$ cat src/rtl/config_control_pkg.sv
package config_control_pkg;

  localparam int ADDR_W = 12;

  typedef logic [31:0]       word_t;
  typedef logic [ADDR_W-1:0] addr_t;
  typedef logic [3:0]        strb_t;
  typedef logic [1:0]        resp_t;

  // register map, byte addresses
  localparam addr_t CONFIG_CONTROL_OFFSET = 12'h000;
  localparam addr_t UNLOCK_KEY_OFFSET     = 12'h004;
  localparam addr_t LOCK_STATUS_OFFSET    = 12'h008;
  localparam addr_t PIN_ROUTE_BASE        = 12'h100;
  localparam addr_t MODULE_DISABLE_BASE   = 12'h200;

  // configuration_control field positions
  localparam int PIN_ROUTE_LOCK_BIT           = 13;
  localparam int MODULE_DISABLE_LOCK_BIT      = 12;
  localparam int DEBUG_PORT_ENABLE_BIT        = 3;
  localparam int TWO_WIRE_TEST_OUT_SELECT_BIT = 0;
  localparam word_t READ_ONE_MASK             = 32'h0000_0006;

  // lock_status field positions
  localparam int UNLOCK_OPEN_BIT            = 0;
  localparam int PIN_ROUTE_BLOCKED_BIT      = 1;
  localparam int MODULE_DISABLE_BLOCKED_BIT = 2;

  // unlock keys, values arbitrary
  localparam word_t UNLOCK_KEY_FIRST  = 32'h5A5A_1234;
  localparam word_t UNLOCK_KEY_SECOND = 32'hA5A5_4321;

  localparam resp_t RESP_OKAY   = 2'h0;
  localparam resp_t RESP_SLVERR = 2'h2;

  localparam word_t GATED_WORD_RESET = 32'h0000_0000;

  typedef enum logic [1:0] {
    UNLOCK_IDLE,
    UNLOCK_FIRST_SEEN,
    UNLOCK_OPEN
  } unlock_e;

  typedef struct packed {
    logic pin_route_lock;
    logic module_disable_lock;
    logic debug_port_enable;
    logic two_wire_test_out_select;
  } cfg_s;

  localparam cfg_s CFG_RESET = '{
    pin_route_lock:           1'b0,
    module_disable_lock:      1'b0,
    debug_port_enable:        1'b1,
    two_wire_test_out_select: 1'b1
  };

  typedef struct packed {
    logic  awvalid;
    addr_t awaddr;
    logic  wvalid;
    word_t wdata;
    strb_t wstrb;
    logic  bready;
    logic  arvalid;
    addr_t araddr;
    logic  rready;
  } axil_req_s;

  typedef struct packed {
    logic  awready;
    logic  wready;
    logic  bvalid;
    resp_t bresp;
    logic  arready;
    logic  rvalid;
    word_t rdata;
    resp_t rresp;
  } axil_rsp_s;

  typedef struct packed {
    logic    aw_held;
    addr_t   aw_addr;
    logic    w_held;
    word_t   w_data;
    strb_t   w_strb;
    logic    bvalid;
    resp_t   bresp;
    logic    rvalid;
    word_t   rdata;
    resp_t   rresp;
    cfg_s    cfg;
    unlock_e unlock;
    logic    pin_route_blocked;
    logic    module_disable_blocked;
  } ctl_state_s;

endpackage

$ cat src/rtl/gated_word_register.sv
`timescale 1ns/1ps
module gated_word_register
#(
  parameter int                WIDTH       = 32,
  parameter logic [WIDTH-1:0]  RESET_VALUE = '0
)
(
  input  wire logic               i_clk,
  input  wire logic               i_sys_rst,
  input  wire logic               i_write,
  input  wire logic [WIDTH-1:0]   i_wdata,
  input  wire logic [WIDTH/8-1:0] i_wstrb,
  output logic      [WIDTH-1:0]   o_value
);

  typedef struct packed {
    logic [WIDTH-1:0] value;
  } word_state_s;

  word_state_s state_reg;
  word_state_s state_next;

  always_comb
  begin
    state_next = state_reg;
    if (i_write)
    begin
      for (int b = 0; b < WIDTH / 8; b++)
      begin
        if (i_wstrb[b])
        begin
          state_next.value[8*b +: 8] = i_wdata[8*b +: 8];
        end
      end
    end
  end

  always_ff @(posedge i_clk)
  begin
    if (i_sys_rst)
    begin
      state_reg.value <= RESET_VALUE;
    end
    else
    begin
      state_reg <= state_next;
    end
  end

  assign o_value = state_reg.value;

endmodule

$ cat src/rtl/config_control_lock_register.sv
// Added by the designer: the AXI4-Lite slave port and the register offsets.
`timescale 1ns/1ps
module config_control_lock_register
#(
  parameter int N_PIN_ROUTE      = 8,
  parameter int N_MODULE_DISABLE = 4
)
(
  input  wire logic                                              i_clk,
  input  wire logic                                              i_sys_rst,
  input  wire config_control_pkg::axil_req_s                     i_axil,
  output config_control_pkg::axil_rsp_s                          o_axil,
  input  wire logic                                              i_two_wire_mode,
  input  wire logic                                              i_tap_tdo_drive,
  output logic                                                   o_tap_enable,
  output logic                                                   o_tdo_oe,
  output logic                                                   o_two_wire_test_out_select,
  output logic                                                   o_pin_route_lock,
  output logic                                                   o_module_disable_lock,
  output config_control_pkg::word_t [N_PIN_ROUTE-1:0]            o_pin_route_selection,
  output config_control_pkg::word_t [N_MODULE_DISABLE-1:0]       o_module_disable
);
  import config_control_pkg::*;

  ctl_state_s                   state_reg;
  ctl_state_s                   state_next;
  logic [N_PIN_ROUTE-1:0]       pin_route_we;
  logic [N_MODULE_DISABLE-1:0]  module_disable_we;

  // fixed bits are produced here only, so no write can ever reach them
  function automatic word_t cfg_word(input cfg_s c);
    word_t w;
    w = READ_ONE_MASK;
    w[PIN_ROUTE_LOCK_BIT]           = c.pin_route_lock;
    w[MODULE_DISABLE_LOCK_BIT]      = c.module_disable_lock;
    w[DEBUG_PORT_ENABLE_BIT]        = c.debug_port_enable;
    w[TWO_WIRE_TEST_OUT_SELECT_BIT] = c.two_wire_test_out_select;
    return w;
  endfunction

  function automatic word_t status_word(input ctl_state_s s);
    word_t w;
    w = '0;
    w[UNLOCK_OPEN_BIT]            = (s.unlock == UNLOCK_OPEN);
    w[PIN_ROUTE_BLOCKED_BIT]      = s.pin_route_blocked;
    w[MODULE_DISABLE_BLOCKED_BIT] = s.module_disable_blocked;
    return w;
  endfunction

  always_comb
  begin
    o_axil.awready = ~state_reg.aw_held;
    o_axil.wready  = ~state_reg.w_held;
    o_axil.bvalid  = state_reg.bvalid;
    o_axil.bresp   = state_reg.bresp;
    o_axil.arready = ~state_reg.rvalid;
    o_axil.rvalid  = state_reg.rvalid;
    o_axil.rdata   = state_reg.rdata;
    o_axil.rresp   = state_reg.rresp;
  end

  always_comb
  begin
    addr_t rd_addr;
    addr_t wr_addr;
    word_t rd_data;
    logic  rd_hit;
    logic  wr_go;
    logic  wr_hit;
    logic  key_write;
    word_t merged;
    rd_addr           = {i_axil.araddr[ADDR_W-1:2], 2'h0};
    wr_addr           = {state_reg.aw_addr[ADDR_W-1:2], 2'h0};
    rd_data           = '0;
    rd_hit            = 1'b0;
    wr_go             = 1'b0;
    wr_hit            = 1'b0;
    key_write         = 1'b0;
    merged            = cfg_word(state_reg.cfg);
    state_next        = state_reg;
    pin_route_we      = '0;
    module_disable_we = '0;

    // address and data channels are taken independently
    if (i_axil.awvalid && !state_reg.aw_held)
    begin
      state_next.aw_held = 1'b1;
      state_next.aw_addr = i_axil.awaddr;
    end
    if (i_axil.wvalid && !state_reg.w_held)
    begin
      state_next.w_held = 1'b1;
      state_next.w_data = i_axil.wdata;
      state_next.w_strb = i_axil.wstrb;
    end
    if (state_reg.bvalid && i_axil.bready)
    begin
      state_next.bvalid = 1'b0;
    end
    if (state_reg.rvalid && i_axil.rready)
    begin
      state_next.rvalid = 1'b0;
    end

    // read path
    if (i_axil.arvalid && !state_reg.rvalid)
    begin
      unique case (rd_addr)
        CONFIG_CONTROL_OFFSET:
        begin
          rd_data = cfg_word(state_reg.cfg);
          rd_hit  = 1'b1;
        end
        LOCK_STATUS_OFFSET:
        begin
          rd_data = status_word(state_reg);
          rd_hit  = 1'b1;
        end
        UNLOCK_KEY_OFFSET:
        begin
          rd_hit = 1'b1;
        end
        default:
        begin
          for (int i = 0; i < N_PIN_ROUTE; i++)
          begin
            if (rd_addr == PIN_ROUTE_BASE + addr_t'(4 * i))
            begin
              rd_data = o_pin_route_selection[i];
              rd_hit  = 1'b1;
            end
          end
          for (int i = 0; i < N_MODULE_DISABLE; i++)
          begin
            if (rd_addr == MODULE_DISABLE_BASE + addr_t'(4 * i))
            begin
              rd_data = o_module_disable[i];
              rd_hit  = 1'b1;
            end
          end
        end
      endcase
      state_next.rvalid = 1'b1;
      state_next.rdata  = rd_data;
      state_next.rresp  = rd_hit ? RESP_OKAY : RESP_SLVERR;
    end

    // write path: acts once both halves are held and no response is pending
    wr_go = state_reg.aw_held & state_reg.w_held & ~state_reg.bvalid;
    for (int b = 0; b < 4; b++)
    begin
      if (state_reg.w_strb[b])
      begin
        merged[8*b +: 8] = state_reg.w_data[8*b +: 8];
      end
    end

    if (wr_go)
    begin
      state_next.aw_held = 1'b0;
      state_next.w_held  = 1'b0;
      state_next.bvalid  = 1'b1;
      unique case (wr_addr)
        CONFIG_CONTROL_OFFSET:
        begin
          wr_hit = 1'b1;
          state_next.cfg.debug_port_enable        = merged[DEBUG_PORT_ENABLE_BIT];
          state_next.cfg.two_wire_test_out_select = merged[TWO_WIRE_TEST_OUT_SELECT_BIT];
          // lock bits move only inside an open unlock window
          if (state_reg.unlock == UNLOCK_OPEN)
          begin
            state_next.cfg.pin_route_lock      = merged[PIN_ROUTE_LOCK_BIT];
            state_next.cfg.module_disable_lock = merged[MODULE_DISABLE_LOCK_BIT];
          end
          state_next.unlock = UNLOCK_IDLE;
        end
        UNLOCK_KEY_OFFSET:
        begin
          wr_hit    = 1'b1;
          key_write = 1'b1;
          // partial-strobe key writes never count as a key
          if (state_reg.w_strb != 4'hF)
          begin
            state_next.unlock = UNLOCK_IDLE;
          end
          else if (state_reg.w_data == UNLOCK_KEY_FIRST)
          begin
            state_next.unlock = UNLOCK_FIRST_SEEN;
          end
          else if (state_reg.unlock == UNLOCK_FIRST_SEEN &&
                   state_reg.w_data == UNLOCK_KEY_SECOND)
          begin
            state_next.unlock = UNLOCK_OPEN;
          end
          else
          begin
            state_next.unlock = UNLOCK_IDLE;
          end
        end
        LOCK_STATUS_OFFSET:
        begin
          wr_hit = 1'b1;
          if (state_reg.w_strb[0] && state_reg.w_data[PIN_ROUTE_BLOCKED_BIT])
          begin
            state_next.pin_route_blocked = 1'b0;
          end
          if (state_reg.w_strb[0] && state_reg.w_data[MODULE_DISABLE_BLOCKED_BIT])
          begin
            state_next.module_disable_blocked = 1'b0;
          end
        end
        default:
        begin
          for (int i = 0; i < N_PIN_ROUTE; i++)
          begin
            if (wr_addr == PIN_ROUTE_BASE + addr_t'(4 * i))
            begin
              wr_hit = 1'b1;
              if (state_reg.cfg.pin_route_lock)
              begin
                state_next.pin_route_blocked = 1'b1;
              end
              else
              begin
                pin_route_we[i] = 1'b1;
              end
            end
          end
          for (int i = 0; i < N_MODULE_DISABLE; i++)
          begin
            if (wr_addr == MODULE_DISABLE_BASE + addr_t'(4 * i))
            begin
              wr_hit = 1'b1;
              if (state_reg.cfg.module_disable_lock)
              begin
                state_next.module_disable_blocked = 1'b1;
              end
              else
              begin
                module_disable_we[i] = 1'b1;
              end
            end
          end
        end
      endcase
      // the key pair must be back to back; any other write closes a half-open sequence
      if (!key_write && state_reg.unlock == UNLOCK_FIRST_SEEN)
      begin
        state_next.unlock = UNLOCK_IDLE;
      end
      state_next.bresp = wr_hit ? RESP_OKAY : RESP_SLVERR;
    end
  end

  always_ff @(posedge i_clk)
  begin
    if (i_sys_rst)
    begin
      state_reg     <= '0;
      state_reg.cfg <= CFG_RESET;
    end
    else
    begin
      state_reg <= state_next;
    end
  end

  // blocked writes still answer OKAY, software sees the drop in lock_status
  for (genvar g = 0; g < N_PIN_ROUTE; g++)
  begin : gen_pin_route
    gated_word_register
    #(
      .WIDTH       (32),
      .RESET_VALUE (GATED_WORD_RESET)
    )
    u_word
    (
      .i_clk     (i_clk),
      .i_sys_rst (i_sys_rst),
      .i_write   (pin_route_we[g]),
      .i_wdata   (state_reg.w_data),
      .i_wstrb   (state_reg.w_strb),
      .o_value   (o_pin_route_selection[g])
    );
  end

  for (genvar g = 0; g < N_MODULE_DISABLE; g++)
  begin : gen_module_disable
    gated_word_register
    #(
      .WIDTH       (32),
      .RESET_VALUE (GATED_WORD_RESET)
    )
    u_word
    (
      .i_clk     (i_clk),
      .i_sys_rst (i_sys_rst),
      .i_write   (module_disable_we[g]),
      .i_wdata   (state_reg.w_data),
      .i_wstrb   (state_reg.w_strb),
      .o_value   (o_module_disable[g])
    );
  end

  assign o_tap_enable               = state_reg.cfg.debug_port_enable;
  assign o_two_wire_test_out_select = state_reg.cfg.two_wire_test_out_select;
  assign o_pin_route_lock           = state_reg.cfg.pin_route_lock;
  assign o_module_disable_lock      = state_reg.cfg.module_disable_lock;

  // tdo only driven with the port on, and in two-wire mode only when selected
  assign o_tdo_oe = i_tap_tdo_drive & state_reg.cfg.debug_port_enable
                  & (~i_two_wire_mode | state_reg.cfg.two_wire_test_out_select);

endmodule

$ cat config.mk
export PLATFORM = sky130hd
export DESIGN_NAME = config_control_lock_register
export DESIGN_NICKNAME = d
export VERILOG_FILES = /design/src/rtl/config_control_pkg.sv /design/src/rtl/gated_word_register.sv /design/src/rtl/config_control_lock_register.sv
export SDC_FILE = /design/constraint.sdc
export NUM_CORES = 1
export LEC_CHECK = 0
export CAP_MARGIN = 20
export CORE_MARGIN = 5
export CORE_UTILIZATION = 35
export DETAILED_ROUTE_END_ITERATION = 8
export DONT_BUFFER_PORTS = 1
export HOLD_SLACK_MARGIN = 0.05
export MAX_ROUTING_LAYER = met4
export SYNTH_ARGS = -nofsm -noshare
export SYNTH_HDL_FRONTEND = slang
export SYNTH_SLANG_ARGS = --single-unit
$ cat constraint.sdc
create_clock -name i_clk -period 2.1 [get_ports i_clk]
set_input_delay 0.21 -clock i_clk [delete_from_list [all_inputs] [get_ports i_clk]]
set_output_delay 0.21 -clock i_clk [all_outputs]
set_load 0.02 [all_outputs]
==> flow_summary_export.csv <==
group,metric,value,unit
synthesis,yosys_warnings,0,
placement,pre_cts_slack,-156,ps
critical_path,reg2reg_slack,-150,ps
clocking,clock-sinks,476,
power_and_ir_drop,peakVddDrop,561,uV
cells_and_area,fin_cells,3809,
synthesis,ys_async_sr_fraction,0,%
run_status,status,"complete, but fails checks",
run_status,violations,"hold timing, slew limit, setup timing",
floorplanning,rows,92,
critical_path,r2r_end,"gen_module_disable[2].u_word.o_value[28]",
synthesis,synth_edf_count,0,
cells_and_area,areaGrowthSynthToFinish,27.8,%
routing,via_count,22578,
cells_and_area,largest_reg_flops,256,
clocking,cts_root_buf,"clkbuf_16",
synthesis,synth_ff_type,"dfxtp_1",
cells_and_area,layout.nets,2985,
placement,gp_congestion,0.954,
floorplanning,initial_core_util,35.1,%
critical_path,crit_end,"gen_module_disable[2].u_word.o_value[28]",
cells_and_area,fin_area,28100,um^2
synthesis,yosys.area.top_type_share,43.3,%
hold_path,holdCritStartpoint,"i_sys_rst",
placement,placed_area,24300,um^2
clocking,clk_latency,610,ps
floorplanning,core,62600,um^2
clocking,cts_max_level,2,
sta,worst_pin_slew,1760,ps
routing,drtPass1Iterations,7,
floorplanning,die_y,261,um
synthesis,synth_cell_types,81,
grt,grt_pass1_vias,21049,
power_and_ir_drop,p_seq_share,44.3,%
routing,ant_nets,0,
grt,grt_pass1_wl,152000,um
job,maxCapViolCount,0,
sta,finalClockSkew,17.2,ps
hold_path,hp-class,"primary input to register",
routing,wire_per_inst,28.8,um
synthesis,synth_seq_cells,476,
power_and_ir_drop,powerDensity,736,nW/um^2
routing,first_iter_violations,2590,
critical_path,slowest_delay,550,ps
floorplanning,die_area,68000,um^2
sta,hold_viol_final,81,
power_and_ir_drop,netSwitchingFraction,25.0,%
synthesis,netlist_instances,2711,
floorplanning,num_io_pins,499,
clocking,ctsHoldBuffers,105,
power_and_ir_drop,p_int,15.5,mW
floorplanning,die_w,261,um
sta,fin_crit_sh,107,%
routing,drt-total-wl,110000,um
critical_path,crit_path_cell_trace,"or4b_4 > buf_6 > nor4_4 > buf_4 > buf_12 > nand2_2 > buf_6 > nand2_2 > a21oi_1",
synthesis,postSynthAreaPerCell,8.12,um^2
critical_path,r2r-start,"state_reg[85]",
synthesis,yosys-top-cells-area,"dfxtp_1 43%, nand2_1 10%, a21oi_1 9.6%",
placement,hpwl,77000,um
critical_path,crit_fanout,8,
critical_path,path_class,"register to register",
sta,finalCriticalPeriod,2250,ps
critical_path,reg2reg_depth,9,
critical_path,cp_data_arrival_time,2650,ps
critical_path,crit_required,2500,ps
critical_path,slowest_stage,"or4b_4",
placement,dp.cells,3583,
sta,slew_headroom,-17.5,%
sta,rsz0062_at_grt,"yes",
clocking,cts.clk_slew.worst_paths,70,ps
grt,grt_max_degree,462,
power_and_ir_drop,combPwrFrac,7.3,%
grt,antenna_found_initial,1,
routing,drc,0,
grt,grt_usage,30.9,%
cells_and_area,drive_above_1_share,20.9,%
grt,grt-ovfl-total,0,
cells_and_area,fill_cells,6128,
synthesis,synth-seq-area-share,43.3,%
sta,maxSlewViolCount,142,
synthesis,synth.largest_area_cell,"dfxtp_1",
clocking,cts_inserted_buffers,54,
clocking,tritoncts,"yes",
routing,vias_per_cell,5.93,
critical_path,cp-end-kind,"register",
sta,whs,-311,ps
sta,fmax,0.444,GHz
power_and_ir_drop,p_clk_share,48.4,%
sta,timing.final.ws_setup,-151,ps
critical_path,worstSetupStartpointType,"register",
synthesis,syn_area,22000,um^2
placement,portBuffers,0,
sta,finalSetupViolations,112,
critical_path,critPathLaunch,"state_reg[85]",
clocking,clockBufferDepth,3,
power_and_ir_drop,power_switching,5.18,mW
power_and_ir_drop,leakage,10.1,nW
-- worst min-delay path by stage --
stage                                                           to  slack, ps  cells after the start
final                      gen_module_disable[0].u_word.o_value[9]       -310                      1
after global routing      gen_module_disable[1].u_word.o_value[11]       -310                      1
after CTS                 gen_module_disable[1].u_word.o_value[11]       -270                      1
after detailed placement  gen_module_disable[1].u_word.o_value[11]        350                      1
after global placement                               state_reg[48]        340                      2
after floorplan                                      state_reg[89]        350                      2
-- layer usage --
metal  wire length (um)  vias up  global-route usage (%)
met3              13700      209                    10.7
met4               3600        0                    8.41
li1                   -     9907                       -
met5                  0        -                       -
met1              43400    11059                    39.4
met2              49000     1403                    46.8
-- critical path, delay by kind of cell, from the launching register on --
kind / cells / cell delay [ps]
buf+inv: 4 / 680
compound gates: 1 / 60
flops: 1 / 360
simple gates: 4 / 940
-- cells by family (layout without fill, tap and decap cells) --
kind of cell	Yosys count	count (layout)	synth area share [%]
AO/OA/AOI/OAI	646	646	16.9
buffers and inverters	298	547	6.64
flip-flops	476	476	43.3
multiplexers	146	146	9.08
other	1	4	0.0170
AND/OR/NAND/NOR	1144	1144	24.0
-- synth_stat cells (all sizes together) (4+ instances only) --
cell     number
a2111oi       6
a211oi       19
a21o          7
a21oi       421
a221o         4
a221oi        9
a22o         15
a22oi         7
a2bb2oi       6
a31oi         9
and2         10
and3         16
and4bb        4
buf         133
clkbuf      147
dfxtp       476
inv          17
mux2          9
mux2i        95
mux4         42
nand2       600
nand2b       13
nand3       247
nand4         7
nand4b        5
nor2        147
nor2b         8
nor3         28
nor4         19
nor4b         5
o211ai        8
o21ai        54
o221ai        4
o22ai        31
o2bb2ai       8
o41ai         8
or3           4
or4           6
or4b          5
-- power groups by stage --
| stage | clock (mW) | sequential (mW) | combinational, mW |
|---|---|---|---|
| 4_1_cts | 10.1 | 9.17 | 1.43 |
| 5_1_grt | 10.5 | 9.18 | 1.57 |
| 2_1_floorplan | 0 | 9.35 | 0.888 |
| 3_5_place_dp | 0 | 9.37 | 1.23 |
| 3_3_place_gp | 0 | 9.37 | 1.23 |
| 6_report | 10.0 | 9.17 | 1.52 |
-- final cells by class --
class                           instances  area (um^2)  share of cell area [%]
Tap cell                              846         1060                    3.76
Clock buffer                           76         1580                    5.60
Sequential cell                       476         9550                    33.9
Timing Repair Buffer                  428         4100                    14.6
Multi-Input combinational cell       1938        11500                    40.9
Clock inverter                         25          287                    1.02
Inverter                               18         67.6                   0.240
Antenna cell                            2         5.00                  0.0178
-- cell usage in the layout, fill, tap and decap left out, types with 16 or more instances in the layout --
master,instances
nand2_1,549
dfxtp_1,465
a21oi_1,402
buf_4,256
nand3_1,229
nor2_1,145
dlygate4sd3_1,105
mux2i_1,94
clkbuf_16,61
o21ai_0,54
mux4_2,42
nand2_2,40
o22ai_1,31
buf_12,30
nor3_1,24
buf_6,23
a21oi_2,19
a211oi_1,19
inv_1,16
nand3_2,16
-- stage by stage --
stage	util, %	power, mW	hold slack [ps]	TNS (ps)
finish	44.9	20.7	-311	-6040
global route	44.9	21.2	-310	-4620
CTS	43.8	20.7	-270	-9.92
detailed placement	38.8	10.6	348	-17860
global placement	38.8	10.6	345	-14860
floorplan	-	10.2	346	0
-- repair_timing --
action | in CTS | in global routing
setup endpoints to repair | 282 | 314
endpoints found under the hold margin | 465 | 414
gates cloned | 1 | 6
setup buffers | 4 | 7
gates resized for setup | 40 | 139
pin swaps | 4 | 33
No activity file was read; power rests on OpenSTA's default activity.
